**config.mk**
```make
export PLATFORM = sky130hd
export DESIGN_NAME = dcps_seq
export DESIGN_NICKNAME = d
export VERILOG_FILES = /design/src/dcps_pkg.sv /design/src/dcps_seq.sv
export VERILOG_INCLUDE_DIRS = /design/src /design/src/src
export SDC_FILE = /design/constraint.sdc
export NUM_CORES = 1
export LEC_CHECK = 0
export BUFFER_PORTS_ARGS = -buffer_cell sky130_fd_sc_hd__buf_2
export CAP_MARGIN = 10
export CORE_MARGIN = 1
export CORE_UTILIZATION = 45
export DETAILED_ROUTE_END_ITERATION = 16
export HOLD_SLACK_MARGIN = 0.03
export PLACE_DENSITY = 0.61
export SLEW_MARGIN = 20
export SYNTH_ARGS = -nofsm -noshare
export SYNTH_HDL_FRONTEND = slang
export SYNTH_SLANG_ARGS = --single-unit
```
**constraint.sdc**
```tcl
create_clock -name core_clk -period 7.5 [get_ports core_clk]
set_input_delay 0.75 -clock core_clk [delete_from_list [all_inputs] [get_ports core_clk]]
set_output_delay 0.75 -clock core_clk [all_outputs]
set_load 0.02 [all_outputs]
```
**src/dcps_defines.svh**
```systemverilog
`ifndef DCPS_DEFINES_SVH
`define DCPS_DEFINES_SVH

// system bus windows, 8 words each
`define DCPS_PRI_BASE 20'h0ff10
`define DCPS_ALT_BASE 20'h0ff18
`define DCPS_WIN_LSB 3
`define DCPS_STAT_OFS_BIT 2
`define DCPS_BOOT_LIST 16'h0000

// embedded processor register windows
`define DCPS_CSR_MEM_PAGE 10'h180
`define DCPS_CSR_IO_PAGE 2'h0
`define DCPS_CSR_IDX_W 6

// list instruction opcodes
`define DCPS_OP_CMD 4'h1
`define DCPS_OP_STAT 4'h2
`define DCPS_OP_DIN 4'h3
`define DCPS_OP_DOUT 4'h4
`define DCPS_OP_END 4'hf

// drive command mode field and status flags
`define DCPS_CMD_MODE_HI 11
`define DCPS_CMD_MODE_LO 10
`define DCPS_CMD_READ 2'h1
`define DCPS_CMD_WRITE 2'h2
`define DCPS_STAT_FAULT 7

// timer vectors and timing
`define DCPS_VEC_BASE 8'h40
// idle trigger levels: dma and interval high, index and run timer low,
// so the edge detector sees no false edge straight after reset
`define DCPS_TRIG_IDLE 4'h9
`define DCPS_CLK_MHZ 20
`define DCPS_RUN_TIMER_US 100
`define DCPS_OP_LIMIT_US 500

`endif

```
**src/dcps_pkg.sv**
```systemverilog
package dcps_pkg;
    typedef enum {
        ST_IDLE, ST_FETCH, ST_EXEC, ST_DESC, ST_XIN, ST_XOUT
    } dcps_state_e;
    typedef enum logic [1:0] {MD_NONE, MD_READ, MD_WRITE} dcps_mode_e;
    typedef enum logic [1:0] {
        CODE_NONE, CODE_NORMAL, CODE_ABNORMAL, CODE_RESIDUAL
    } dcps_code_e;
    typedef struct packed {
        logic [3:0] op;
        logic [11:0] arg;
    } dcps_insn_s;
    typedef struct packed {
        logic [1:0] drive;
        dcps_code_e code;
        logic [7:0] resid;
    } dcps_stat_s;
endpackage

```
**src/dcps_seq.sv**
```systemverilog
`timescale 1ns/1ns
`include "dcps_defines.svh"
// Summary of operation
// - primary window decodes and answers bootstrap
// - alternate window decodes, ignores bootstrap
// - four drives, four independent concurrent tasks
// - list is contiguous, fetched in sequence
// - command, status, data, end instruction classes
// - inconsistent instruction ends task abnormally
// - read: seek, scan, read, verify, status
// - suspend after drive launch, resume when done
// - end of list posts status, terminates
// - unrecoverable error keeps residual status
// - one read/write/ecc path at a time
// - command cable carries no user data
// - registers reached via memory or io space
// - bus request and grant stay unused
// - four timer channels, channel 0 highest
// - per-channel unique interrupt vector
// - dma run falling edge on channel 0
// - index detected falling edge on channel 1
// - run timer expiry on channel 2
// - channel 3 interval limit plus diag strobe
// - register window in memory and io space

module dcps_fifo #(
    parameter int WIDTH = 16,
    parameter int DEPTH = 16
) (
    input wire logic core_clk,
    input wire logic rstn,
    input wire logic in_valid,
    output logic in_ready,
    input wire logic [WIDTH-1:0] in_data,
    output logic out_valid,
    input wire logic out_ready,
    output logic [WIDTH-1:0] out_data
);
    localparam int AW = $clog2(DEPTH);
    logic [WIDTH-1:0] mem [DEPTH];
    logic [AW-1:0] wp;
    logic [AW-1:0] rp;
    logic [AW:0] cnt;
    wire push = in_valid && in_ready;
    wire pop = out_valid && out_ready;
    assign in_ready = cnt != (AW+1)'(DEPTH);
    assign out_valid = cnt != '0;
    assign out_data = mem[rp];
    always_ff @(posedge core_clk) begin
        if (push) begin
            mem[wp] <= in_data;
        end
    end
    always_ff @(posedge core_clk or negedge rstn) begin
        if (!rstn) begin
            wp <= '0;
            rp <= '0;
            cnt <= '0;
        end else begin
            wp <= push ? wp + 1'b1 : wp;
            rp <= pop ? rp + 1'b1 : rp;
            cnt <= cnt + (AW+1)'(push) - (AW+1)'(pop);
        end
    end
endmodule

module dcps_seq #(
    parameter int LIMIT_CYC = `DCPS_OP_LIMIT_US * `DCPS_CLK_MHZ,
    parameter int FIFO_DEPTH = 16
) (
    input wire logic core_clk,
    input wire logic rstn,
    input wire logic window_alt_sel,
    input wire logic [19:0] sys_addr,
    input wire logic sys_valid,
    input wire logic sys_write,
    input wire logic sys_boot,
    input wire logic [15:0] sys_wdata,
    output logic sys_ack,
    output logic [15:0] sys_rdata,
    output logic mem_req,
    output logic [15:0] mem_addr,
    input wire logic mem_rdy,
    input wire logic [15:0] mem_rdata,
    output logic drv_cmd_valid,
    output logic [1:0] drv_cmd_drive,
    output logic [11:0] drv_cmd,
    input wire logic [3:0] drv_done,
    input wire logic [7:0] drv_stat,
    input wire logic drv_rd_valid,
    output logic drv_rd_ready,
    input wire logic [15:0] drv_rd_data,
    output logic drv_wr_valid,
    output logic [15:0] drv_wr_data,
    output logic dma_valid,
    input wire logic dma_ready,
    output logic [15:0] dma_data,
    output logic [15:0] dma_addr,
    output logic stat_valid,
    output dcps_pkg::dcps_stat_s stat,
    output logic xfer_busy,
    input wire logic index_detected,
    input wire logic diag_timer_write_strobe,
    output logic cpu_int,
    input wire logic cpu_int_ack,
    output logic [7:0] cpu_vec,
    input wire logic [15:0] cpu_addr,
    input wire logic cpu_memory_request,
    input wire logic cpu_io_request,
    input wire logic cpu_bus_request,
    output logic cpu_bus_grant,
    output logic csr_hit,
    output logic [5:0] csr_index
);
    import dcps_pkg::*;
    localparam int RUN_CYC = `DCPS_RUN_TIMER_US * `DCPS_CLK_MHZ;

    function automatic logic [1:0] rr_pick(input logic [3:0] req,
                                           input logic [1:0] last);
        logic [1:0] idx;
        rr_pick = last;
        for (int k = 1; k <= 4; k++) begin
            idx = 2'(int'(last) + k);
            if (req[idx] && rr_pick == last && !req[last]) begin
                rr_pick = idx;
            end else if (req[idx] && idx != last && rr_pick == last) begin
                rr_pick = idx;
            end
        end
    endfunction

    function automatic logic [1:0] pri_enc(input logic [3:0] p);
        pri_enc = p[0] ? 2'd0 : p[1] ? 2'd1 : p[2] ? 2'd2 : 2'd3;
    endfunction

    dcps_state_e state;
    dcps_state_e next_state;
    logic alt_win;
    logic [3:0] active;
    logic [3:0] susp;
    logic [15:0] pc [4];
    dcps_mode_e mode [4];
    dcps_stat_s last_stat [4];
    logic [1:0] cur;
    dcps_insn_s insn;
    logic [15:0] buf_addr;
    logic [11:0] xcnt;

    // system bus window and host commands
    wire [19:0] win_base = alt_win ? `DCPS_ALT_BASE : `DCPS_PRI_BASE;
    wire win_hit = sys_valid && (sys_addr[19:`DCPS_WIN_LSB] ==
                   win_base[19:`DCPS_WIN_LSB]);
    wire [1:0] sys_drive = sys_addr[1:0];
    wire boot_go = win_hit && sys_boot && !alt_win;
    wire host_go = win_hit && sys_write && !sys_boot &&
                   !sys_addr[`DCPS_STAT_OFS_BIT] && !active[sys_drive];
    wire [1:0] start_drv = boot_go ? 2'd0 : sys_drive;
    wire [15:0] start_pc = boot_go ? `DCPS_BOOT_LIST : sys_wdata;
    wire start_go = boot_go || host_go;
    wire bus_answer = win_hit && (!sys_boot || !alt_win);

    // scheduler
    logic [3:0] ready;
    genvar gi;
    generate
        for (gi = 0; gi < 4; gi++) begin : g_rdy
            assign ready[gi] = active[gi] && (!susp[gi] || drv_done[gi]);
        end
    endgenerate
    wire [1:0] pick = rr_pick(ready, cur);

    // instruction decode
    wire [1:0] cmd_mode = insn.arg[`DCPS_CMD_MODE_HI:`DCPS_CMD_MODE_LO];
    wire in_exec = state == ST_EXEC;
    wire op_cmd = in_exec && insn.op == `DCPS_OP_CMD;
    wire op_stat = in_exec && insn.op == `DCPS_OP_STAT;
    wire op_din = in_exec && insn.op == `DCPS_OP_DIN;
    wire op_dout = in_exec && insn.op == `DCPS_OP_DOUT;
    wire op_end = in_exec && insn.op == `DCPS_OP_END;
    wire op_bad = in_exec && !(op_cmd || op_stat || op_din || op_dout ||
                  op_end);
    wire mis_din = op_din && mode[cur] != MD_READ;
    wire mis_dout = op_dout && mode[cur] != MD_WRITE;
    wire fault = op_stat && drv_stat[`DCPS_STAT_FAULT];
    wire abort = op_bad || mis_din || mis_dout;
    wire finish = op_end || abort || fault;
    wire fetch_ok = state == ST_FETCH && mem_rdy;
    wire desc_ok = state == ST_DESC && mem_rdy;
    wire fifo_ready;
    wire in_push = state == ST_XIN && drv_rd_valid && fifo_ready;
    wire out_word = state == ST_XOUT && mem_rdy;
    wire xfer_last = xcnt == 12'h001;
    wire xin_done = in_push && xfer_last;
    wire xout_done = out_word && xfer_last;
    wire dma_pop = dma_valid && dma_ready;

    // result code of a terminating instruction
    wire dcps_code_e fin_code = fault ? CODE_RESIDUAL :
                                abort ? CODE_ABNORMAL : CODE_NORMAL;

    always_comb begin
        next_state = state;
        case (state)
            ST_IDLE: next_state = |ready ? ST_FETCH : ST_IDLE;
            ST_FETCH: next_state = mem_rdy ? ST_EXEC : ST_FETCH;
            ST_EXEC: begin
                if (finish || op_cmd || op_stat) begin
                    next_state = ST_IDLE;
                end else begin
                    next_state = ST_DESC;
                end
            end
            ST_DESC: begin
                if (!mem_rdy) begin
                    next_state = ST_DESC;
                end else if (insn.op == `DCPS_OP_DIN) begin
                    next_state = ST_XIN;
                end else begin
                    next_state = ST_XOUT;
                end
            end
            ST_XIN: next_state = xin_done ? ST_IDLE : ST_XIN;
            ST_XOUT: next_state = xout_done ? ST_IDLE : ST_XOUT;
            default: next_state = ST_IDLE;
        endcase
    end

    always_ff @(posedge core_clk or negedge rstn) begin
        if (!rstn) begin
            state <= ST_IDLE;
            cur <= 2'd3;
            insn <= '0;
            buf_addr <= '0;
            xcnt <= '0;
        end else begin
            state <= next_state;
            cur <= (state == ST_IDLE && |ready) ? pick : cur;
            insn <= fetch_ok ? dcps_insn_s'(mem_rdata) : insn;
            buf_addr <= desc_ok ? mem_rdata : buf_addr;
            if (in_exec) begin
                xcnt <= insn.arg;
            end else if (in_push || out_word) begin
                xcnt <= xcnt - 12'h001;
            end
        end
    end

    // strap sampled on every clock, in reset or not
    always_ff @(posedge core_clk) begin
        alt_win <= window_alt_sel;
    end

    // per-drive task state
    generate
        for (gi = 0; gi < 4; gi++) begin : g_task
            wire mine = cur == 2'(gi);
            wire go = start_go && start_drv == 2'(gi);
            always_ff @(posedge core_clk or negedge rstn) begin
                if (!rstn) begin
                    active[gi] <= 1'b0;
                    susp[gi] <= 1'b0;
                    pc[gi] <= '0;
                    mode[gi] <= MD_NONE;
                    last_stat[gi] <= '0;
                end else if (go) begin
                    active[gi] <= 1'b1;
                    susp[gi] <= 1'b0;
                    pc[gi] <= start_pc;
                    mode[gi] <= MD_NONE;
                end else if (mine && state == ST_IDLE && |ready &&
                             pick == 2'(gi)) begin
                    susp[gi] <= 1'b0;
                end else if (mine && in_exec) begin
                    active[gi] <= !finish;
                    susp[gi] <= op_cmd;
                    pc[gi] <= pc[gi] + ((op_din || op_dout) ? 16'h0002 :
                                                               16'h0001);
                    if (op_cmd && cmd_mode == `DCPS_CMD_READ) begin
                        mode[gi] <= MD_READ;
                    end else if (op_cmd && cmd_mode == `DCPS_CMD_WRITE) begin
                        mode[gi] <= MD_WRITE;
                    end
                    if (finish || op_stat) begin
                        last_stat[gi] <= {2'(gi), fin_code, drv_stat};
                    end
                end
            end
        end
    endgenerate

    // memory port shared by list fetch and outbound data
    always_comb begin
        mem_req = 1'b0;
        mem_addr = pc[cur];
        case (state)
            ST_FETCH: mem_req = 1'b1;
            ST_DESC: begin
                mem_req = 1'b1;
                mem_addr = pc[cur] - 16'h0001;
            end
            ST_XOUT: begin
                mem_req = 1'b1;
                mem_addr = buf_addr + 16'(insn.arg - xcnt);
            end
            default: mem_req = 1'b0;
        endcase
    end

    // one transfer path for all drives; the fsm can only be in one
    assign xfer_busy = state == ST_XIN || state == ST_XOUT;
    assign drv_rd_ready = state == ST_XIN && fifo_ready;

    dcps_fifo #(
        .WIDTH(16),
        .DEPTH(FIFO_DEPTH)
    ) u_fifo (
        .core_clk(core_clk),
        .rstn(rstn),
        .in_valid(state == ST_XIN && drv_rd_valid),
        .in_ready(fifo_ready),
        .in_data(drv_rd_data),
        .out_valid(dma_valid),
        .out_ready(dma_ready),
        .out_data(dma_data)
    );

    always_ff @(posedge core_clk or negedge rstn) begin
        if (!rstn) begin
            drv_cmd_valid <= 1'b0;
            drv_cmd_drive <= '0;
            drv_cmd <= '0;
            drv_wr_valid <= 1'b0;
            drv_wr_data <= '0;
            dma_addr <= '0;
            stat_valid <= 1'b0;
            stat <= '0;
            sys_ack <= 1'b0;
            sys_rdata <= '0;
        end else begin
            drv_cmd_valid <= op_cmd;
            drv_cmd_drive <= op_cmd ? cur : drv_cmd_drive;
            drv_cmd <= op_cmd ? insn.arg : drv_cmd;
            drv_wr_valid <= out_word;
            drv_wr_data <= out_word ? mem_rdata : drv_wr_data;
            // dma address follows the drain, not the fill
            if (desc_ok) begin
                dma_addr <= mem_rdata;
            end else if (dma_pop) begin
                dma_addr <= dma_addr + 16'h0001;
            end
            stat_valid <= finish;
            stat <= finish ? dcps_stat_s'({cur, fin_code, drv_stat}) : stat;
            sys_ack <= bus_answer;
            sys_rdata <= 16'(last_stat[sys_drive]);
        end
    end

    // counter timer unit
    logic [15:0] run_cnt;
    logic [$clog2(LIMIT_CYC+1)-1:0] iv_cnt;
    logic [3:0] trig_q;
    logic [3:0] pend;
    wire run_alive = run_cnt != '0;
    wire iv_exp = iv_cnt == '0 && |susp;
    wire [3:0] trig = {!(iv_exp || diag_timer_write_strobe),
                       run_alive,
                       index_detected,
                       !dma_valid};
    wire [3:0] fall = trig_q & ~trig;
    wire [1:0] ack_ch = pri_enc(pend);
    wire [3:0] clr = cpu_int_ack ? 4'(1) << ack_ch : 4'h0;
    assign cpu_int = |pend;

    always_ff @(posedge core_clk or negedge rstn) begin
        if (!rstn) begin
            run_cnt <= '0;
            iv_cnt <= '0;
            trig_q <= `DCPS_TRIG_IDLE;
            pend <= '0;
            cpu_vec <= '0;
        end else begin
            run_cnt <= fetch_ok ? 16'(RUN_CYC) :
                       run_alive ? run_cnt - 16'h0001 : run_cnt;
            if (!(|susp)) begin
                iv_cnt <= ($bits(iv_cnt))'(LIMIT_CYC);
            end else if (iv_cnt != '0) begin
                iv_cnt <= iv_cnt - 1'b1;
            end
            trig_q <= trig;
            pend <= (pend & ~clr) | fall; // new edge beats the clear
            if (cpu_int_ack) begin
                cpu_vec <= `DCPS_VEC_BASE | 8'({ack_ch, 1'b0});
            end
        end
    end

    // embedded processor register window
    assign csr_hit = (cpu_memory_request &&
                      cpu_addr[15:6] == `DCPS_CSR_MEM_PAGE) ||
                     (cpu_io_request &&
                      cpu_addr[7:6] == `DCPS_CSR_IO_PAGE);
    assign csr_index = cpu_addr[`DCPS_CSR_IDX_W-1:0];
    // processor never yields its bus; the request input is ignored
    assign cpu_bus_grant = 1'b0;

    property p_alt_no_boot;
        @(posedge core_clk) disable iff (!rstn)
        (alt_win && sys_boot && win_hit) |=> !sys_ack && !active[0];
    endproperty
    a_alt_no_boot: assert property (p_alt_no_boot)
        else $error("alternate window answered bootstrap");

    property p_pri_boot;
        @(posedge core_clk) disable iff (!rstn)
        (!alt_win && sys_boot && win_hit) |=> sys_ack && active[0];
    endproperty
    a_pri_boot: assert property (p_pri_boot)
        else $error("primary window ignored bootstrap");

    property p_cmd_suspends;
        @(posedge core_clk) disable iff (!rstn)
        op_cmd && !start_go |=> drv_cmd_valid && susp[drv_cmd_drive]
            && state == ST_IDLE;
    endproperty
    a_cmd_suspends: assert property (p_cmd_suspends)
        else $error("drive command did not suspend the task");

    property p_mismatch_abn;
        @(posedge core_clk) disable iff (!rstn)
        (mis_din || mis_dout) |=> stat_valid &&
            stat.code == CODE_ABNORMAL && !xfer_busy;
    endproperty
    a_mismatch_abn: assert property (p_mismatch_abn)
        else $error("inconsistent transfer not ended abnormally");

    property p_end_posts;
        @(posedge core_clk) disable iff (!rstn)
        op_end && !start_go |=> stat_valid && stat.code == CODE_NORMAL
            && stat.resid == $past(drv_stat) && !active[stat.drive];
    endproperty
    a_end_posts: assert property (p_end_posts)
        else $error("end of list did not post status");

    property p_one_path;
        @(posedge core_clk) disable iff (!rstn)
        drv_wr_valid |-> $past(state) == ST_XOUT && !drv_rd_ready;
    endproperty
    a_one_path: assert property (p_one_path)
        else $error("read and write paths active together");

    property p_ch0_vec;
        @(posedge core_clk) disable iff (!rstn)
        cpu_int_ack && pend[0] |=> cpu_vec == `DCPS_VEC_BASE;
    endproperty
    a_ch0_vec: assert property (p_ch0_vec)
        else $error("channel 0 vector wrong");

    property p_fall_int;
        @(posedge core_clk) disable iff (!rstn)
        |fall |=> cpu_int;
    endproperty
    a_fall_int: assert property (p_fall_int)
        else $error("timer edge raised no interrupt");

    property p_io_window;
        @(posedge core_clk) disable iff (!rstn)
        cpu_io_request && !cpu_memory_request && cpu_addr[7:6] != 2'h0
            |-> !csr_hit;
    endproperty
    a_io_window: assert property (p_io_window)
        else $error("io decode outside its window");
endmodule

```
==> reports/results.tsv, run 1 <==
metric	value	unit
run status	finished clean	
post-CTS setup-driven buffer insertion count	0	
number of unique standard cell types used by synthesis	86	
unrepaired setup endpoints after global routing	false	
most instantiated cells after synthesis	sky130_fd_sc_hd__nand2_1 (340), sky130_fd_sc_hd__dfrtp_1 (296), sky130_fd_sc_hd__edfxtp_1 (256)	
proportion of netlist area held by the largest area contributor	29.2	%
pins over their slew limit	0	
maximum level of the CTS H-tree	2	
Std-Cell Rows	88	
number of design-rule violations left by the first detailed-router iteration	1298	
number of buffers inserted by hold repair at cts	0	
initial antenna violation count	4	
mean routed wirelength per cell	21.1	um
synth-to-layout area growth	14.7	%
worst ir drop on vdd	0.370	mV
CTS root buffer	sky130_fd_sc_hd__clkbuf_16	
TritonCTS Buffers	58	
via count	17600	
first-pass iteration count of the detailed router	5	
sum of negative setup slack	0	ps
Worst path top cell family by delay	compound AO/OA/AOI/OAI gates	
final estimated routing congestion in global placement	0.873	
number of failing setup endpoints in the final timing report	0	
area inside the core boundary	57700	um2
worst-skew pair later-pin latency	620	ps
CTS tree	done	
cell accounting for the most synthesized area	sky130_fd_sc_hd__edfxtp_1	
post-detail-place hpwl	44400	um
element type at the critical path end	output pin	
initial core utilization	45.6	%
largest net degree at the start of global routing	170	
overall routed net length	66500	um
Slew Limit Headroom	26.5	%
maximum capacitance violations	0	
number of flops mapped to enable cells by yosys	256	
Die H	244	um
# DRC	0	
ANT nets after route	0	
setup ws final	1760	ps
cell area after synthesis	26300	um2
skew final	11.7	ps
Setup WS pre-CTS	2470	ps
Register Area	15200	um2
final design instance area without fill	30200	um2
worst-path fanout max	5	
count of buffering cells on the critical path with inverters included	3	
Gates resized, CTS repair	0	
gate count after technology mapping	2110	
slowest CP cell	sky130_fd_sc_hd__fa_1	
Overflow after GRT	0	
peak per-stage delay on the critical path	410	ps
Crit Path Category	reg -> out	
transition time at the pin with the least slew margin	1100	ps
mean area per synthesized cell	12.5	um2
arrival time worst endpoint	4990	ps
ordered cell list for the critical path	inv_1 -> ha_1 -> inv_1 -> fa_1 -> a211oi_1 -> nor2_1 -> o31a_1 -> o21ai_0 -> nor2b_1 -> xnor2_1 -> ha_1 -> a21o_1 -> a21o_1 -> a21oi_1 -> o21ai_0 -> a41oi_1 -> xnor3_1 -> a211o_1 -> buf_2	
total power density per cell area	424	nW/um2
CTS clk-pin slew, worst paths	60	ps
area used by multi-input combinational logic	10500	um2
area after detailed placement	28200	um2
ranking of synthesized cells by area	sky130_fd_sc_hd__edfxtp_1 (29%), sky130_fd_sc_hd__dfrtp_1 (28%), sky130_fd_sc_hd__mux4_2 (8.5%)	
Post-synth top flop	sky130_fd_sc_hd__dfrtp_1	
filler instances	4975	
post-layout min period	5740	ps
count of boundary I/O pins	242	
clock tree sinks	557	
Crit path required time	6750	ps
horizontal die dimension	244	um
async set-or-reset flop fraction in the synthesized netlist	53.9	%
most common cell in the netlist	sky130_fd_sc_hd__nand2_1	
worst hold path class	in -> async	
crit share post-route	76.5	%
share of final-layout standard cells stronger than drive strength 1	21.7	%
total die area	59400	um2
vias per std cell	5.58	
final layout net count	2506	
FF+latch count, synth	557	
global-route wire length before repair	102000	um
Setup crit start kind	register	
highest attainable clock frequency	174	MHz
# port buffers	218	
yosys synthesis warning count	0	
hold violation count in the final report	0	
via count of the first global-routing pass	17600	
buffer levels on the longest clock path	3	
sequential element share of the synthesized area	57.9	%
worst hold margin	77.0	ps
total track usage	22.4	%
leakage power of the design	0.0118	uW
-- final timing paths --
| check | from | end | slack (ps) | cells past startpoint |
|---|---|---|---|---|
| worst max-delay path | insn[0]$_DFFE_PN0P_ | mem_addr[15] | 1760 | 19 |
| worst min-delay path | rstn | stat[7]$_DFFE_PN0N_ | 80 | 1 |
| worst max register to register | state[2]$_DFF_PN0_ | pc[15]$_DFFE_PN0P_ | 3560 | 11 |
| worst min register to register | drv_wr_data[4]$_DFFE_PN0P_ | drv_wr_data[4]$_DFFE_PN0P_ | 470 | 2 |
| max in group asynchronous | rstn | u_fifo.rp[0]$_DFFE_PN0P_ | 5580 | 3 |
| min in group core_clk | window_alt_sel | alt_win$_DFF_P_ | 230 | 1 |
-- per-stage QoR --
step	instances	util (%)	power [uW]
CTS	3145	52.2	12900
global route	3146	52.3	13600
detailed placement	3036	48.9	9950
floorplan	2119	-	8360
global placement	3036	48.9	9800
finish	3149	52.3	12800
-- cells in the final DEF, fill, tap and decap left out, types with 15 or more instances in the layout --
cell type	synthesis	final
sky130_fd_sc_hd__nand2_1	340	340
sky130_fd_sc_hd__dfrtp_1	296	293
sky130_fd_sc_hd__edfxtp_1	256	256
sky130_fd_sc_hd__buf_2	6	217
sky130_fd_sc_hd__nor2_1	140	140
sky130_fd_sc_hd__o21ai_0	104	104
sky130_fd_sc_hd__mux4_2	99	99
sky130_fd_sc_hd__a21oi_1	97	97
sky130_fd_sc_hd__inv_1	66	66
sky130_fd_sc_hd__xnor2_1	61	61
sky130_fd_sc_hd__clkbuf_16	0	60
sky130_fd_sc_hd__xor2_1	59	59
sky130_fd_sc_hd__ha_1	56	56
sky130_fd_sc_hd__nand3_1	45	45
sky130_fd_sc_hd__mux2_2	40	40
sky130_fd_sc_hd__nor3_1	37	31
sky130_fd_sc_hd__buf_4	16	29
sky130_fd_sc_hd__nand4_1	23	23
sky130_fd_sc_hd__clkbuf_1	58	19
sky130_fd_sc_hd__nand2b_1	15	15
sky130_fd_sc_hd__o211ai_1	15	15
-- where the power goes --
group          switching, uW  internal [uW]
Clock                   1200           1690
Combinational           3030           2340
Sequential               719           3820
Total                   4950           7850
-- cell type report --
| class | count | share of cell area (%) |
|---|---|---|
| Sequential cell | 557 | 50.5 |
| Clock inverter | 25 | 0.892 |
| Antenna cell | 3 | 0.0249 |
| Inverter | 66 | 0.821 |
| Timing Repair Buffer | 249 | 4.53 |
| Clock buffer | 84 | 5.44 |
| Multi-Input combinational cell | 1400 | 34.7 |
| Tap cell | 765 | 3.17 |
-- flip-flops by register name, summed over array words and instances, names as in the netlist, 12 cells and up --
register and flops:
u_fifo.mem 256, last_stat 43, iv_cnt 14, drv_wr_data 16
drv_cmd 12, insn 14, buf_addr 16, stat 12
sys_rdata 12, dma_addr 16, run_cnt 16, xcnt 12
pc 64
-- cell families (layout without fill, tap and decap cells) --
| kind of cell | Yosys count | in the layout | share of synthesized area (%) |
|---|---|---|---|
| buffers and inverters | 162 | 424 | 2.67 |
| adder cells (fa/ha/maj) | 63 | 63 | 3.20 |
| XOR/XNOR | 121 | 121 | 4.08 |
| multiplexers | 163 | 163 | 11.7 |
| AO/OA/AOI/OAI | 323 | 323 | 7.57 |
| AND/OR/NAND/NOR | 720 | 720 | 12.8 |
| flip-flops | 557 | 557 | 57.9 |
| other | 1 | 13 | 0.0143 |
-- per-layer routing --
layer / vias to the layer above / share of wire (%) / GRT usage (%)
li1: 8133 / - / -
met1: 8876 / 42 / 29.3
met2: 458 / 50 / 37.5
met3: 94 / 6.0 / 4.55
met4: 6 / 2.4 / 6.95
met5: - / 0.072 / 0
Power figures use the tool's default switching activity.
==> run 2: changes to the inputs <==
==> constraint.sdc (replaced) <==
create_clock -name core_clk -period 5.9 [get_ports core_clk]
set_input_delay 0.59 -clock core_clk [delete_from_list [all_inputs] [get_ports core_clk]]
set_output_delay 0.59 -clock core_clk [all_outputs]
set_load 0.02 [all_outputs]
==> reports/results.tsv, run 2 (synthesis results as in run 1) <==
metric	value	unit
initial antenna violation count	4	
peak per-stage delay on the critical path	420	ps
clock tree sinks	557	
Overflow after GRT	0	
synth-to-layout area growth	14.8	%
worst ir drop on vdd	0.455	mV
highest attainable clock frequency	180	MHz
count of boundary I/O pins	242	
CTS tree	done	
post-detail-place hpwl	45700	um
number of buffers inserted by hold repair at cts	0	
total die area	59400	um2
horizontal die dimension	244	um
worst-skew pair later-pin latency	610	ps
Internal Dissipation	9970	uW
number of failing setup endpoints in the final timing report	0	
via count	17800	
TritonCTS Buffers	57	
final layout net count	2509	
part of the power in combinational logic	41.8	%
run status	finished clean	
clock network power share	22.5	%
overall routed net length	67600	um
number of flip-flops under the largest register name	256	
element type at the critical path end	output pin	
post-layout min period	5560	ps
critical path depth in cells	19	
Die H	244	um
Setup WS pre-CTS	1050	ps
hold violation count in the final report	0	
reg-to-reg critical path startpoint	state[2]$_DFF_PN0_	
most frequent standard cell in the layout excluding fill and tap cells	sky130_fd_sc_hd__nand2_1	
Slew Limit Headroom	22.2	%
slowest CP cell	sky130_fd_sc_hd__fa_1	
# DRC	0	
R2R Path End	pc[15]$_DFFE_PN0P_	
slack of the worst reg-to-reg path	1860	ps
CTS root buffer	sky130_fd_sc_hd__clkbuf_16	
total power density per cell area	540	nW/um2
Gates resized, CTS repair	0	
post-CTS setup-driven buffer insertion count	0	
via count of the first global-routing pass	17900	
unrepaired setup endpoints after global routing	false	
ordered cell list for the critical path	inv_1 -> ha_1 -> inv_1 -> fa_1 -> a211oi_1 -> nor2_1 -> o31a_1 -> o21ai_0 -> nor2b_1 -> xnor2_1 -> ha_1 -> a21o_1 -> a21o_1 -> a21oi_1 -> o21ai_0 -> a41oi_1 -> xnor3_1 -> a211o_1 -> buf_2	
worst hold margin	1.38	ps
transition time at the pin with the least slew margin	1170	ps
mean routed wirelength per cell	21.5	um
vias per std cell	5.66	
leakage power of the design	0.0119	uW
count of buffering cells on the critical path with inverters included	3	
pins over their slew limit	0	
maximum capacitance violations	0	
largest net degree at the start of global routing	112	
buffer levels on the longest clock path	3	
Crit Path Category	reg -> out	
switching share of power	38.8	%
maximum level of the CTS H-tree	2	
arrival time worst endpoint	4970	ps
Regs by FF count	u_fifo.mem x256, pc x64, last_stat x43	
area inside the core boundary	57700	um2
first-pass iteration count of the detailed router	5	
global-route wire length before repair	104000	um
Worst path top cell family by delay	compound AO/OA/AOI/OAI gates	
final estimated routing congestion in global placement	0.873	
Tot Pwr	16300	uW
setup ws final	335	ps
area after detailed placement	28300	um2
share of final-layout standard cells stronger than drive strength 1	22.4	%
sum of negative setup slack	0	ps
most flop-heavy register	u_fifo.mem	
switching power of the nets	6310	uW
Setup crit start kind	register	
total track usage	22.9	%
proportion of power drawn by flip-flops and latches	35.7	%
number of design-rule violations left by the first detailed-router iteration	1255	
cells on worst reg2reg path	11	
CTS clk-pin slew, worst paths	60	ps
skew final	20.4	ps
crit share post-route	94.3	%
Crit path required time	5310	ps
filler instances	4985	
ANT nets after route	0	
# port buffers	218	
worst-path fanout max	5	
most frequent cells in the layout	sky130_fd_sc_hd__nand2_1 (340), sky130_fd_sc_hd__dfrtp_1 (294), sky130_fd_sc_hd__edfxtp_1 (256)	
initial core utilization	45.6	%
Std-Cell Rows	88	
final design instance area without fill	30200	um2
worst hold path class	in -> async	
[run 2: changes by cell type in the layout (fill, tap and decap cells not counted), moves of 4 or more]
cell,before,now
sky130_fd_sc_hd__clkbuf_1,19,3
sky130_fd_sc_hd__clkinvlp_4,1,9
sky130_fd_sc_hd__clkbuf_8,5,12
sky130_fd_sc_hd__buf_4,29,34
sky130_fd_sc_hd__clkinv_2,11,15
[run 2: cell type report]
cell class              instances  area [um2]  area share (%)
flip-flops and latches        557       15200            50.5
multi-input cells            1400       10500            34.6
clock buffers                  72        1600            5.31
repair buffers                253        1380            4.56
well taps                     765         957            3.17
clock inverters                33         308            1.02
inverters                      66         248           0.821
diodes                          1        2.50         0.00829
[run 2: worst reg2reg max path, stage by stage, from the launching register on]
cell and delay (ps):
sky130_fd_sc_hd__dfrtp_1 630, sky130_fd_sc_hd__nor2_1 230, sky130_fd_sc_hd__nand2_1 300, sky130_fd_sc_hd__nor2_1 850, sky130_fd_sc_hd__ha_1 300, sky130_fd_sc_hd__a21oi_1 50
sky130_fd_sc_hd__nor3b_1 550, sky130_fd_sc_hd__nor2b_1 490, sky130_fd_sc_hd__nand2_1 100, sky130_fd_sc_hd__nor2_1 200, sky130_fd_sc_hd__xnor2_1 140, sky130_fd_sc_hd__o21ai_0 80
[run 2: worst max path at each step]
| stage | slack [ps] | startpoint | end |
|---|---|---|---|
| floorplan | 1530 | insn[0]$_DFFE_PN0P_ | mem_addr[15] |
| global placement | 1090 | insn[0]$_DFFE_PN0P_ | mem_addr[15] |
| detailed placement | 1050 | insn[0]$_DFFE_PN0P_ | mem_addr[15] |
| CTS | 370 | insn[0]$_DFFE_PN0P_ | mem_addr[15] |
| global route | 30 | insn[0]$_DFFE_PN0P_ | mem_addr[15] |
| finish | 340 | insn[0]$_DFFE_PN0P_ | mem_addr[15] |
[run 2: power by group through the flow]
stage               Combinational (uW)  Sequential, uW  Clock (uW)
finish                            6800            5820        3660
global route                      7450            5950        3890
detailed placement                6790            5880           0
global placement                  6620            5840           0
CTS                               6840            5820        3740
floorplan                         4980            5660           0
[run 2: per-layer routing]
layer	track usage, %	vias up	share of wire (%)
met5	0	-	0.050
met4	5.75	6	2.1
met3	3.71	90	5.7
met2	38.7	498	50
met1	30.7	9066	42
li1	-	8153	-
[run 2: per-stage QoR]
step	utilization, %	instances
5_1_grt	52.3	3146
3_5_place_dp	49.0	3041
3_3_place_gp	49.0	3041
4_1_cts	52.3	3146
6_report	52.3	3147
2_1_floorplan	-	2119
==> run 3: changes to the inputs <==
--- a/config.mk
+++ b/config.mk
@@ -12,8 +12,10 @@
 export CORE_UTILIZATION = 45
 export DETAILED_ROUTE_END_ITERATION = 16
 export HOLD_SLACK_MARGIN = 0.03
+export MAX_ROUTING_LAYER = met4
 export PLACE_DENSITY = 0.61
 export SLEW_MARGIN = 20
 export SYNTH_ARGS = -nofsm -noshare
 export SYNTH_HDL_FRONTEND = slang
+export SYNTH_HIERARCHICAL = 1
 export SYNTH_SLANG_ARGS = --single-unit
==> reports/results.tsv, run 3 <==
metric	value	unit
sum of negative setup slack	0	ps
arrival time worst endpoint	5030	ps
skew final	30.6	ps
largest net degree at the start of global routing	155	
final estimated routing congestion in global placement	0.896	
maximum level of the CTS H-tree	2	
post-CTS setup-driven buffer insertion count	0	
number of unique standard cell types used by synthesis	90	
slowest CP cell	sky130_fd_sc_hd__fa_1	
FF+latch count, synth	557	
yosys synthesis warning count	6	
highest attainable clock frequency	178	MHz
worst hold margin	80.4	ps
most flop-heavy register	u_fifo/mem	
fraction of the mapped netlist area in compound gates	9.68	%
filler instances	4981	
post-layout min period	5620	ps
number of standard cells in the final layout excluding fillers	3199	
sequential element share of the synthesized area	57.3	%
ordered cell list for the critical path	inv_1 -> ha_1 -> inv_1 -> fa_1 -> a21o_1 -> nand4_1 -> nand2_1 -> a21o_1 -> a21oi_1 -> xnor2_1 -> ha_1 -> and3_1 -> a221oi_1 -> o32ai_1 -> a221oi_1 -> xnor2_1 -> xnor2_1 -> o21ai_1 -> buf_2	
mean area per synthesized cell	12.2	um2
CTS clk-pin slew, worst paths	60	ps
total power density per cell area	505	nW/um2
number of failing setup endpoints in the final timing report	0	
cell accounting for the most synthesized area	sky130_fd_sc_hd__edfxtp_1	
vias per std cell	5.72	
most instantiated cells after synthesis	sky130_fd_sc_hd__dfrtp_1 (296), sky130_fd_sc_hd__nand2_1 (283), sky130_fd_sc_hd__edfxtp_1 (256)	
adder-cell share of the synthesized area	3.17	%
met3 routed WL	3420	um
clock tree sinks	557	
Regs by FF count	u_fifo/mem x256, pc x64, last_stat x43	
async set-or-reset flop fraction in the synthesized netlist	53.9	%
CTS tree	done	
combinational family with the most area after synthesis	simple AND/OR/NAND/NOR gates	
Register Area	15200	um2
number of design-rule violations left by the first detailed-router iteration	1192	
TritonCTS Buffers	59	
Post-synth top flop	sky130_fd_sc_hd__dfrtp_1	
highest routed layer	met4	
global-route wire length before repair	105000	um
count of boundary I/O pins	242	
area used by multi-input combinational logic	10600	um2
Die H	245	um
peak per-stage delay on the critical path	400	ps
transition time at the pin with the least slew margin	1130	ps
worst-skew pair later-pin latency	640	ps
count of buffering cells on the critical path with inverters included	3	
setup ws final	276	ps
number of flops mapped to enable cells by yosys	256	
total inserted antenna cells	0	
total track usage	23.3	%
Setup WS pre-CTS	981	ps
initial antenna violation count	0	
crit share post-route	95.3	%
ranking of synthesized cells by area	sky130_fd_sc_hd__edfxtp_1 (29%), sky130_fd_sc_hd__dfrtp_1 (28%), sky130_fd_sc_hd__mux4_2 (5.3%)	
Crit Path Category	reg -> out	
mean routed wirelength per cell	21.0	um
worst-path fanout max	4	
buffer levels on the longest clock path	3	
simple-gate share of the synthesized area	11.8	%
# placed instances	3087	
Std-Cell Rows	88	
element type at the critical path end	output pin	
gate count after technology mapping	2180	
Synth Area in XOR/XNOR	3.96	%
initial core utilization	45.8	%
overall routed net length	67100	um
post-detail-place hpwl	44900	um
wire length on met2	31500	um
worst hold path class	in -> reg	
CTS root buffer	sky130_fd_sc_hd__clkbuf_16	
slack of the worst reg-to-reg path	1940	ps
routed metal-1 wire length	30600	um
worst ir drop on vdd	0.323	mV
Setup crit start kind	register	
via count	18300	
core occupancy in the finished layout	52.5	%
# DRC	0	
Worst path top cell family by delay	compound AO/OA/AOI/OAI gates	
most frequent standard cell in the layout excluding fill and tap cells	sky130_fd_sc_hd__dfrtp_1	
mux cell area share after synthesis	11.0	%
cell area after synthesis	26600	um2
leakage power of the design	0.0123	uW
unrepaired setup endpoints after global routing	false	
horizontal die dimension	245	um
Slew Limit Headroom	24.9	%
# port buffers	218	
most repeated library cell on the critical path	sky130_fd_sc_hd__xnor2_1	
ANT nets after route	0	
most frequent cells in the layout	sky130_fd_sc_hd__dfrtp_1 (295), sky130_fd_sc_hd__nand2_1 (283), sky130_fd_sc_hd__edfxtp_1 (256)	
total die area	60000	um2
hold violation count in the final report	0	
most common cell in the netlist	sky130_fd_sc_hd__dfrtp_1	
synth-to-layout area growth	14.7	%
final layout net count	2559	
Crit path required time	5310	ps
proportion of netlist area held by the largest area contributor	28.9	%
first-pass iteration count of the detailed router	5	
area inside the core boundary	58000	um2
maximum capacitance violations	0	
share of final-layout standard cells stronger than drive strength 1	20.7	%
number of flip-flops under the largest register name	256	
pins over their slew limit	0	
Overflow after GRT	0	
run status	finished clean	
via count of the first global-routing pass	18400	
run 3: where the power goes:
part / internal [uW] / switching (uW) / leakage, uW
sequential: 4700 / 777 / 0.00587
clock: 2270 / 1590 / 0.000977
combinational: 2440 / 3610 / 0.00548
total: 9400 / 5970 / 0.0123
run 3: worst reg2reg max path: stages (launching register included):
cell	delay, ps
sky130_fd_sc_hd__dfrtp_1	820
sky130_fd_sc_hd__inv_1	430
sky130_fd_sc_hd__nand2_1	340
sky130_fd_sc_hd__nor2_1	110
sky130_fd_sc_hd__buf_4	200
sky130_fd_sc_hd__inv_1	150
sky130_fd_sc_hd__ha_1	230
sky130_fd_sc_hd__a21o_1	140
sky130_fd_sc_hd__nand2_1	110
sky130_fd_sc_hd__nor4_1	790
sky130_fd_sc_hd__nand4_1	220
sky130_fd_sc_hd__xor2_1	200
sky130_fd_sc_hd__a21oi_1	80
run 3: per-layer routing:
layer	vias to the layer above	track usage (%)
li1	8418	-
met5	-	-
met3	99	3.47
met1	9305	32.0
met2	471	36.2
met4	0	6.21
run 3: logic make-up after synthesis:
logic type,Yosys count
AOI/OAI and AO/OA,402
adders and majority gates,63
other,1
muxes,206
DFF,557
xor gates and xnor gates,120
buffers and inverters,180
and+or+nand+nor,651
run 3: stage by stage:
| stage | cell area (um2) | power [uW] |
|---|---|---|
| 2_1_floorplan | 26600 | 9620 |
| 3_5_place_dp | 28400 | 11500 |
| 3_3_place_gp | 28400 | 11400 |
| 5_1_grt | 30500 | 16200 |
| 6_report | 30500 | 15400 |
| 4_1_cts | 30400 | 15400 |
run 3: final cells by class:
class                      count  share of cell area (%)
clock buffer                  80                    5.37
clock inverter                30                    1.35
multi-input combinational   1452                    34.9
inverter                      69                   0.850
tap                          765                    3.14
timing repair buffer         246                    4.40
sequential                   557                    50.0
run 3: what timing repair did:
item / CTS / global route
hold buffers: 2 / 0
resized for setup: 0 / 1
hold endpoints to repair: 17 / 0
setup endpoints to repair: 0 / 1
run 3: worst paths after layout:
path	to	depth (start not counted)	from
worst min-delay path	trig_q[1]$_DFF_PN0_	1	index_detected
min in group asynchronous	stat[4]$_DFFE_PN0N_	2	rstn
worst max register to register	pc[15]$_DFFE_PN0P_	12	state[0]$_DFF_PN0_
worst max-delay path	mem_addr[15]	19	insn[0]$_DFFE_PN0P_
worst min register to register	last_stat[23]$_DFFE_PN0P_	1	last_stat[23]$_DFFE_PN0P_
max in group asynchronous	dma_addr[10]$_DFFE_PN0P_	3	rstn
